$ cat src/ssr_pkg.sv
// constants and types for the synchronous serial port block
// What this block does
// - receive starts only on single/continuous enable
// - data sampled on shift clock falling edge
// - single receive takes one word, then stops
// - continuous receive runs until enable cleared or an overrun error sets
// - both enables set behaves as continuous
// - word done sets flag; interrupt if enabled
// - ninth bit, errors in status; byte in data
// - clearing continuous enable clears receive errors
// - clock source clear means external shift clock
// - slave shifts while core sleeps
// - second word waits; empty flag stays clear
// - empty flag sets when second word moves
// - enabled empty flag wakes chip
// - slave ignores single receive enable
// - slave word before sleep loads data, wakes
// - master drives clock, idle level by polarity
// - empty flag cleared only by data write
package ssr_pkg;
  localparam int ADDR_W = 8;
  localparam int DATA_W = 32;
  // register byte addresses
  localparam logic [7:0] A_INTCTL = 8'h00;
  localparam logic [7:0] A_IRQFLG = 8'h04;
  localparam logic [7:0] A_IRQEN = 8'h08;
  localparam logic [7:0] A_IRQPRI = 8'h0C;
  localparam logic [7:0] A_RXSC = 8'h10;
  localparam logic [7:0] A_RXDAT = 8'h14;
  localparam logic [7:0] A_TXSC = 8'h18;
  localparam logic [7:0] A_BAUDC = 8'h1C;
  localparam logic [7:0] A_BRGHI = 8'h20;
  localparam logic [7:0] A_BRGLO = 8'h24;
  localparam logic [7:0] A_TXDAT = 8'h28;
  // field positions
  localparam int B_GIE = 7;
  localparam int B_PERIPHERAL_INTERRUPT_ENABLE = 6;
  localparam int B_RCF = 5;
  localparam int B_TXF = 4;
  localparam int B_SERIAL_PORT_ENABLE = 7;
  localparam int B_RX9 = 6;
  localparam int B_SINGLE_RECEIVE_ENABLE = 5;
  localparam int B_CONTINUOUS_RECEIVE_ENABLE = 4;
  localparam int B_ADDEN = 3;
  localparam int B_OVERRUN_ERROR_FLAG = 1;
  localparam int B_RECEIVE_NINTH_BIT = 0;
  localparam int B_CLOCK_SOURCE_SELECT = 7;
  localparam int B_TX9 = 6;
  localparam int B_TRANSMIT_ENABLE = 5;
  localparam int B_SYNC = 4;
  localparam int B_TRMT = 1;
  localparam int B_TRANSMIT_NINTH_BIT = 0;
  localparam int B_CLOCK_POLARITY_SELECT = 4;
  localparam int B_BAUD_DIVIDER_16BIT_SELECT = 3;
  // reset value and word lengths
  localparam logic [7:0] RST_BYTE = 8'h00;
  localparam logic [3:0] WORD8 = 4'h8;
  localparam logic [3:0] WORD9 = 4'h9;
  // link engine states
  typedef enum logic [2:0] {
    ST_IDLE = 3'b001,
    ST_RX = 3'b010,
    ST_TX = 3'b100
  } ssr_state_type;
endpackage : ssr_pkg

$ cat src/ssr_sync_serial.sv
// Local design decisions: register access over Wishbone and the placing of the registers.
`timescale 1ns/100ps
// synchronous serial port: master/slave receive, slave transmit, wishbone
module ssr_sync_serial (
  input wire logic clk,
  input wire logic reset,
  input wire logic wb_cyc_i,
  input wire logic wb_stb_i,
  input wire logic wb_we_i,
  input wire logic [ssr_pkg::ADDR_W-1:0] wb_adr_i,
  input wire logic [3:0] wb_sel_i,
  input wire logic [ssr_pkg::DATA_W-1:0] wb_dat_i,
  output logic [ssr_pkg::DATA_W-1:0] wb_dat_o,
  output logic wb_ack_o,
  input wire logic shiftClkIn,
  output logic shiftClkOut,
  output logic shiftClkOe,
  input wire logic serialDataIn,
  output logic serialDataOut,
  output logic serialDataOe,
  output logic wakeReq,
  output logic irqOut
);
  import ssr_pkg::*;

  // bus side
  logic ackR; // answer, one cycle after request
  logic [31:0] datR; // read data captured with ack
  logic busHit; // request not yet answered
  logic wrNow; // write lands on the acked edge
  logic rdNow; // read side effects on the acked edge
  logic [31:0] rdMux; // read value before capture

  // software visible state
  logic [7:0] intctlR;
  logic [7:0] irqEnR;
  logic [7:0] irqPriR;
  logic [7:0] brgHiR;
  logic [7:0] brgLoR;
  logic spenR, rx9R, srenR, crenR, addenR, oerrR;
  logic rx9dR;
  logic csrcR, tx9R, txenR, syncR, tx9dR;
  logic sckpR, brg16R;
  logic [7:0] rxDataR; // receive data register
  logic rcFlagR; // receive complete flag
  logic [8:0] txHoldR; // transmit data register plus ninth bit
  logic txFullR; // holding register occupied
  logic txFlag; // transmit buffer empty flag

  // link side
  ssr_state_type stateR, stateNxt;
  logic [1:0] ckSyncR; // shift clock pin synchroniser
  logic [1:0] dtSyncR; // data pin synchroniser
  logic ckPrevR; // previous synchronised clock level
  logic slvFall; // falling edge of partner clock
  logic [15:0] brgCntR; // baud down-counter
  logic [15:0] brgDiv;
  logic brgTick; // half-period enable pulse
  logic mckR; // master shift clock level
  logic [3:0] bitCntR;
  logic [3:0] rxBits;
  logic [3:0] txBits;
  logic [8:0] rxShiftR; // receive shift register
  logic [8:0] txShiftR; // transmit shift register
  logic [8:0] rxWord; // aligned received word
  logic portOn, master;
  logic rxAllowed, txGo, sampleNow, rxDone, txDone, txLoad;

  // write/read decode; ack is registered so every access is 2 cycles
  assign busHit = wb_cyc_i && wb_stb_i && !ackR;
  assign wrNow = wb_cyc_i && wb_stb_i && ackR && wb_we_i && wb_sel_i[0];
  assign rdNow = wb_cyc_i && wb_stb_i && ackR && !wb_we_i;
  assign wb_ack_o = ackR;
  assign wb_dat_o = datR;

  // ack pulse and read data capture
  always_ff @(posedge clk or posedge reset) begin
    if (reset) begin
      ackR <= 1'b0;
      datR <= 32'h0000_0000;
    end else begin
      ackR <= busHit;
      if (busHit) begin
        datR <= rdMux;
      end
    end
  end

  // read mux; unmapped offsets read zero
  always_comb begin
    rdMux = 32'h0000_0000;
    case (wb_adr_i)
      A_INTCTL: rdMux[7:0] = intctlR;
      A_IRQFLG: begin
        rdMux[B_RCF] = rcFlagR;
        rdMux[B_TXF] = txFlag;
      end
      A_IRQEN: rdMux[7:0] = irqEnR;
      A_IRQPRI: rdMux[7:0] = irqPriR;
      // ninth bit and errors live here; framing never fails in sync mode
      A_RXSC: rdMux[7:0] = {spenR, rx9R, srenR, crenR, addenR,
        1'b0, oerrR, rx9dR};
      A_RXDAT: rdMux[7:0] = rxDataR;
      A_TXSC: rdMux[7:0] = {csrcR, tx9R, txenR, syncR, 2'b00,
        (stateR != ST_TX), tx9dR};
      A_BAUDC: begin
        rdMux[B_CLOCK_POLARITY_SELECT] = sckpR;
        rdMux[B_BAUD_DIVIDER_16BIT_SELECT] = brg16R;
      end
      A_BRGHI: rdMux[7:0] = brgHiR;
      A_BRGLO: rdMux[7:0] = brgLoR;
      default: rdMux = 32'h0000_0000;
    endcase
  end

  // plain control registers
  always_ff @(posedge clk or posedge reset) begin
    if (reset) begin
      intctlR <= RST_BYTE;
      irqEnR <= RST_BYTE;
      irqPriR <= RST_BYTE;
      brgHiR <= RST_BYTE;
      brgLoR <= RST_BYTE;
      {spenR, rx9R, addenR} <= 3'b000;
      {csrcR, tx9R, txenR, syncR, tx9dR} <= 5'b00000;
      {sckpR, brg16R} <= 2'b00;
    end else if (wrNow) begin
      case (wb_adr_i)
        A_INTCTL: intctlR <= wb_dat_i[7:0];
        A_IRQEN: irqEnR <= wb_dat_i[7:0];
        A_IRQPRI: irqPriR <= wb_dat_i[7:0];
        A_BRGHI: brgHiR <= wb_dat_i[7:0];
        A_BRGLO: brgLoR <= wb_dat_i[7:0];
        A_RXSC: begin
          spenR <= wb_dat_i[B_SERIAL_PORT_ENABLE];
          rx9R <= wb_dat_i[B_RX9];
          addenR <= wb_dat_i[B_ADDEN];
        end
        A_TXSC: begin
          csrcR <= wb_dat_i[B_CLOCK_SOURCE_SELECT];
          tx9R <= wb_dat_i[B_TX9];
          txenR <= wb_dat_i[B_TRANSMIT_ENABLE];
          syncR <= wb_dat_i[B_SYNC];
          tx9dR <= wb_dat_i[B_TRANSMIT_NINTH_BIT];
        end
        A_BAUDC: begin
          sckpR <= wb_dat_i[B_CLOCK_POLARITY_SELECT];
          brg16R <= wb_dat_i[B_BAUD_DIVIDER_16BIT_SELECT];
        end
        default: ;
      endcase
    end
  end

  // mode decode
  assign portOn = spenR && syncR;
  assign master = csrcR;
  // slave looks only at the continuous enable; it wins when both set
  assign rxAllowed = portOn && !oerrR &&
    (master ? (srenR || crenR) : crenR);
  // continuous receive enable overrides transmit; master transmit not built
  assign txGo = portOn && !master && txenR && !rxAllowed;
  assign rxBits = rx9R ? WORD9 : WORD8;
  assign txBits = tx9R ? WORD9 : WORD8;
  assign rxWord = rx9R ? rxShiftR : {1'b0, rxShiftR[8:1]};

  // receive enables: single clears after its word, continuous stays
  always_ff @(posedge clk or posedge reset) begin
    if (reset) begin
      srenR <= 1'b0;
      crenR <= 1'b0;
    end else if (wrNow && wb_adr_i == A_RXSC) begin
      srenR <= wb_dat_i[B_SINGLE_RECEIVE_ENABLE];
      crenR <= wb_dat_i[B_CONTINUOUS_RECEIVE_ENABLE]; // only software clears it
    end else if (rxDone && master) begin
      srenR <= 1'b0;
    end
  end

  // pin synchronisers; first stage feeds only the second
  always_ff @(posedge clk or posedge reset) begin
    if (reset) begin
      ckSyncR <= 2'b00;
      dtSyncR <= 2'b00;
      ckPrevR <= 1'b0;
    end else begin
      ckSyncR <= {ckSyncR[0], shiftClkIn};
      dtSyncR <= {dtSyncR[0], serialDataIn};
      ckPrevR <= ckSyncR[1];
    end
  end
  // partner clock edge, works without our core clock gating
  assign slvFall = ckPrevR && !ckSyncR[1];

  // baud generator: one tick per half shift clock period
  assign brgDiv = brg16R ? {brgHiR, brgLoR} : {8'h00, brgLoR};
  assign brgTick = (stateR == ST_RX) && master && (brgCntR == 16'h0000);
  always_ff @(posedge clk or posedge reset) begin
    if (reset) begin
      brgCntR <= 16'h0000;
    end else if (stateR != ST_RX || brgTick) begin
      brgCntR <= brgDiv; // restart keeps first half period full
    end else begin
      brgCntR <= brgCntR - 16'h0001;
    end
  end

  // master clock level; rests at the polarity level outside words
  always_ff @(posedge clk or posedge reset) begin
    if (reset) begin
      mckR <= 1'b0;
    end else if (stateR != ST_RX || !master) begin
      mckR <= sckpR;
    end else if (brgTick && !(bitCntR == rxBits)) begin
      mckR <= !mckR;
    end else if (brgTick && mckR != sckpR) begin
      mckR <= !mckR; // return to idle after last bit
    end
  end
  assign shiftClkOut = mckR;
  assign shiftClkOe = portOn && master;

  // sample strobes: always on a falling edge of the shift clock
  assign sampleNow = (stateR == ST_RX) && !(bitCntR == rxBits) &&
    (master ? (brgTick && mckR) : slvFall);
  // master word ends once the clock is back at rest
  assign rxDone = (stateR == ST_RX) && (bitCntR == rxBits) &&
    (!master || mckR == sckpR);
  assign txDone = (stateR == ST_TX) && (bitCntR == txBits);
  assign txLoad = (stateR == ST_IDLE) && txGo && txFullR;

  // link engine next state
  always_comb begin
    stateNxt = stateR;
    case (stateR)
      ST_IDLE: begin
        if (rxAllowed) begin
          stateNxt = ST_RX;
        end else if (txLoad) begin
          stateNxt = ST_TX;
        end
      end
      ST_RX: begin
        if (!rxAllowed || rxDone) begin
          stateNxt = ST_IDLE; // continuous restarts next cycle
        end
      end
      ST_TX: begin
        if (txDone) begin
          stateNxt = ST_IDLE;
        end
      end
      default: stateNxt = ST_IDLE;
    endcase
  end

  // state register; port disable holds the engine idle
  always_ff @(posedge clk or posedge reset) begin
    if (reset) begin
      stateR <= ST_IDLE;
    end else if (!spenR) begin
      stateR <= ST_IDLE;
    end else begin
      stateR <= stateNxt;
    end
  end

  // bit counter shared by both directions
  always_ff @(posedge clk or posedge reset) begin
    if (reset) begin
      bitCntR <= 4'h0;
    end else if (stateR != stateNxt || !spenR) begin
      bitCntR <= 4'h0;
    end else if (sampleNow || (stateR == ST_TX && slvFall)) begin
      bitCntR <= bitCntR + 4'h1;
    end
  end

  // receive shift register, lsb first
  always_ff @(posedge clk or posedge reset) begin
    if (reset) begin
      rxShiftR <= 9'h000;
    end else if (sampleNow) begin
      rxShiftR <= {dtSyncR[1], rxShiftR[8:1]};
    end
  end

  // receive data, ninth bit, flag and overrun
  // a finished word wins over a same-cycle read that clears the flag
  always_ff @(posedge clk or posedge reset) begin
    if (reset) begin
      rxDataR <= 8'h00;
      rx9dR <= 1'b0;
      rcFlagR <= 1'b0;
      oerrR <= 1'b0;
    end else if (!spenR) begin
      rcFlagR <= 1'b0;
      oerrR <= 1'b0;
    end else begin
      if (rdNow && wb_adr_i == A_RXDAT) begin
        rcFlagR <= 1'b0;
      end
      if (wrNow && wb_adr_i == A_RXSC && !wb_dat_i[B_CONTINUOUS_RECEIVE_ENABLE]) begin
        oerrR <= 1'b0;
      end
      if (rxDone && rcFlagR && !(rdNow && wb_adr_i == A_RXDAT)) begin
        oerrR <= 1'b1; // unread word kept, new one dropped
      end else if (rxDone) begin
        rxDataR <= rxWord[7:0];
        rx9dR <= rxWord[8];
        rcFlagR <= 1'b1;
      end
    end
  end

  // transmit holding register; only a data write empties the flag
  always_ff @(posedge clk or posedge reset) begin
    if (reset) begin
      txHoldR <= 9'h000;
      txFullR <= 1'b0;
    end else if (!spenR) begin
      txFullR <= 1'b0;
    end else if (wrNow && wb_adr_i == A_TXDAT) begin
      txHoldR <= {tx9dR, wb_dat_i[7:0]};
      txFullR <= 1'b1;
    end else if (txLoad) begin
      txFullR <= 1'b0;
    end
  end
  // second word waiting keeps this low while the first shifts
  assign txFlag = !txFullR;

  // transmit shift register, next bit after each partner falling edge
  always_ff @(posedge clk or posedge reset) begin
    if (reset) begin
      txShiftR <= 9'h000;
    end else if (txLoad) begin
      txShiftR <= txHoldR;
    end else if (stateR == ST_TX && slvFall) begin
      txShiftR <= {1'b0, txShiftR[8:1]};
    end
  end
  assign serialDataOut = txShiftR[0];
  assign serialDataOe = (stateR == ST_TX);

  // wake works without global enables; vectoring needs both
  assign wakeReq = (rcFlagR && irqEnR[B_RCF]) ||
    (txFlag && irqEnR[B_TXF]);
  assign irqOut = wakeReq && intctlR[B_GIE] && intctlR[B_PERIPHERAL_INTERRUPT_ENABLE];
endmodule : ssr_sync_serial

$ cat config.mk
export PLATFORM = sky130hd
export DESIGN_NAME = ssr_sync_serial
export DESIGN_NICKNAME = d
export VERILOG_FILES = /design/src/ssr_pkg.sv /design/src/ssr_sync_serial.sv
export SDC_FILE = /design/constraint.sdc
export NUM_CORES = 1
export LEC_CHECK = 0
export ABC_AREA = 1
export BUFFER_PORTS_ARGS = -buffer_cell sky130_fd_sc_hd__buf_4
export CORE_AREA = 8 8 145 147
export DETAILED_ROUTE_END_ITERATION = 8
export DIE_AREA = 0 0 153 155
export PLACE_DENSITY = 0.5
export SLEW_MARGIN = 5
export SYNTH_ARGS = -nofsm -noshare
export SYNTH_HDL_FRONTEND = slang
export SYNTH_SLANG_ARGS = --single-unit
$ cat constraint.sdc
create_clock -name clk -period 4.29 [get_ports clk]
set_input_delay 0.2145 -clock clk [delete_from_list [all_inputs] [get_ports clk]]
set_output_delay 0.2145 -clock clk [all_outputs]
set_load 0.05 [all_outputs]
==> run summary <==
Status -> completed
Antenna Cells -> 0
Initial DRC count -> 344
Drt via density -> 4.79
Netlist cell types -> 43
Layout Skew -> 0.00928 ns
First-pass GRT wire length -> 27.8 mm
Fin. Hold Viols -> 0
Async S/R FF share, synth -> 100%
Avg Cell Area, Syn -> 8.31 sq um
# setup viols final -> 0
Post-synthesis sequential area ratio -> 50.5%
Maximum VDD drop -> 276 uV
Total negative slack -> 0 ns
HP Class -> input pin to flip-flop
Via count -> 5110
Max Clock Freq -> 487 MHz
Rows -> 51
Post-CTS Setup Repair Bufs -> 0
HPWL reported at the end of detailed placement -> 12.0 mm
CORE AREA -> 19000 sq um
Final Critical Period -> 2.05 ns
Worst Path Arrival -> 2.39 ns
Post-synth top cells -> nand2_1 (235), dfrtp_1 (128), o21ai_0 (86)
Register bit total from synthesis -> 129
Buffers added on ports -> 38
Number of synthesized flops with an enable pin -> 0
Initial antenna violation count -> 0
# IOs -> 90
Max_cap viols -> 0
Hold_ws -> 0.0866 ns
Layout Nets -> 869
Nature of the critical path endpoint -> flip-flop
Post-synth top area share -> 50.1%
Layout cells sized above 1 -> 15.1%
CP max FO -> 16
Main synth FF type -> dfrtp_1
Die area -> 23700 sq um
Final-report max-slew violation count -> 0
WL final -> 16.6 mm
Filler cells -> 1948
Top post-synthesis cells by area -> dfrtp_1 (50%), nand2_1 (14%), o21ai_0 (6.7%), inv_1 (4.6%), buf_4 (2.9%)
Syn Inst Count -> 770
Chip width -> 153 um
Post-DRT Antenna Nets -> 0
Final period util -> 47.8%
Die height -> 155 um
DR pass1 iterations -> 4
Setup CP Type -> flip-flop to flip-flop
GRT Residual Overflow -> 0
LEAKAGE -> 3.51 nW
Buffer type at the clock tree root -> clkbuf_16
Mapped Area -> 6400 sq um
Post-synth top area cell -> dfrtp_1
CTS sink count -> 129
GP Congestion -> 0.864
Global Route Usage Sum -> 14.9%
WL per Instance -> 15.6 um
Inserted Clock Buffers -> 17
Worst slew margin -> 56.5%
Top-count cell post-synth -> nand2_1
Htree depth -> 4
Startpoint Class -> flip-flop
Setup repair after global routing missed its margin -> no
Initial core utilization -> 33.7%
Worst-Margin Slew -> 0.650 ns
Clock transition at path regs -> 0.06 ns
Clock Latency Late Sink -> 0.43 ns
Layout area overhead -> 16.8%
Clock Tree Buf Depth -> 2
CTS tree -> built
Vias in the first global route -> 5160
Worst endpoint required time -> 4.63 ns
# DRC -> 0
Power per cell area -> 385 nW/um^2
Pin count of the biggest net entering global routing -> 68
Total number of yosys warnings -> 0
[area by class of cell]
type / instances / area [sq um] / share of cell area [%]
Inverter: 85 / 324 / 4.34
Clock inverter: 12 / 155 / 2.08
Sequential cell: 129 / 3230 / 43.2
Clock buffer: 20 / 467 / 6.25
Tap cell: 238 / 298 / 3.99
Multi-Input combinational cell: 540 / 2670 / 35.7
Timing Repair Buffer: 43 / 330 / 4.42
[through the flow]
step | instance area [sq um] | instances | worst slack [ns] | util (%) | total power, mW
after floorplan | 6480 | 793 | 0.636 | - | 1.35
after global placement | 6820 | 1032 | 2.22 | 36.0 | 1.38
after detailed placement | 6820 | 1032 | 2.20 | 36.0 | 1.38
after CTS | 7470 | 1067 | 2.20 | 39.4 | 2.90
after global routing | 7470 | 1067 | 1.96 | 39.4 | 2.97
final | 7470 | 1067 | 2.24 | 39.4 | 2.87
[logic make-up after synthesis]
logic type | Yosys count | share of synthesized area (%)
compound gates | 143 | 12.6
xor+xnor | 12 | 1.64
fa+ha+maj | 2 | 0.391
buf+inv | 124 | 9.15
flops | 129 | 50.5
mux | 1 | 0.176
other cells | 1 | 0.0586
simple gates | 358 | 25.5
[repair_timing]
action | in CTS | in global routing
hold buffers | 3 | 0
gates resized for setup | 0 | 0
endpoints found under the hold margin | 66 | 0
endpoints found under the setup margin | 0 | 0
[state kept, by name (all words and copies together) (netlist names), 2 cells and up]
| register | flops |
|---|---|
| txHoldR | 9 |
| dtSyncR | 2 |
| txShiftR | 9 |
| brgHiR | 8 |
| rxShiftR | 9 |
| brgCntR | 16 |
| irqPriR | 8 |
| brgLoR | 8 |
| bitCntR | 4 |
| irqEnR | 8 |
| rxDataR | 8 |
| stateR | 3 |
| intctlR | 8 |
| wb_dat_o | 8 |
| ckSyncR | 2 |
[worst max-delay path: stages (launching register included)]
cell	delay [ns]
dfrtp_1	0.38
inv_1	0.11
ha_1	0.20
nand3_1	0.16
nor2_2	0.23
nand3_1	0.16
nand2_2	0.28
nand2_1	0.23
o21ai_0	0.21
[cell usage in the layout (no fill, tap or decap), types with 5 or more instances in the layout]
cell type and instances:
nor2_4 6, clkinvlp_4 5, nor2_2 8, inv_2 5, inv_1 77, clkbuf_16 17, nand2_1 235, nand4_1 11
nand3_2 8, buf_4 40, dfrtp_1 128, o221ai_1 7, a21oi_1 14, conb_1 24, nor2_1 37, o22ai_1 7
xnor2_1 7, o21ai_2 8, nand3_1 33, o21ai_0 86, nand2_2 6, xor2_1 5, o21ai_1 12
[worst paths after layout]
check | from | endpoint | slack [ns] | depth (start not counted)
worst max-delay path | brgCntR[0] | brgCntR[14] | 2.24 | 8
worst min-delay path | wb_dat_i[4] | crenR | 0.09 | 3
worst max register to register | brgCntR[0] | brgCntR[14] | 2.24 | 8
worst min register to register | dtSyncR[0] | dtSyncR[1] | 0.34 | 0
max in group asynchronous | reset | brgCntR[14] | 2.92 | 4
min in group asynchronous | reset | irqEnR[1] | 0.45 | 3
[where the power goes]
| group | switching, mW | internal (mW) |
|---|---|---|
| Sequential | 0.00215 | 1.22 |
| Combinational | 0.107 | 0.0234 |
| Clock | 0.560 | 0.961 |
[layer usage]
layer	wire length [um]	track usage [%]
met3	921	3.69
met4	265	5.42
met2	7420	22.5
met5	0	0
met1	8030	20.3
(Power assumes the default switching activity.)
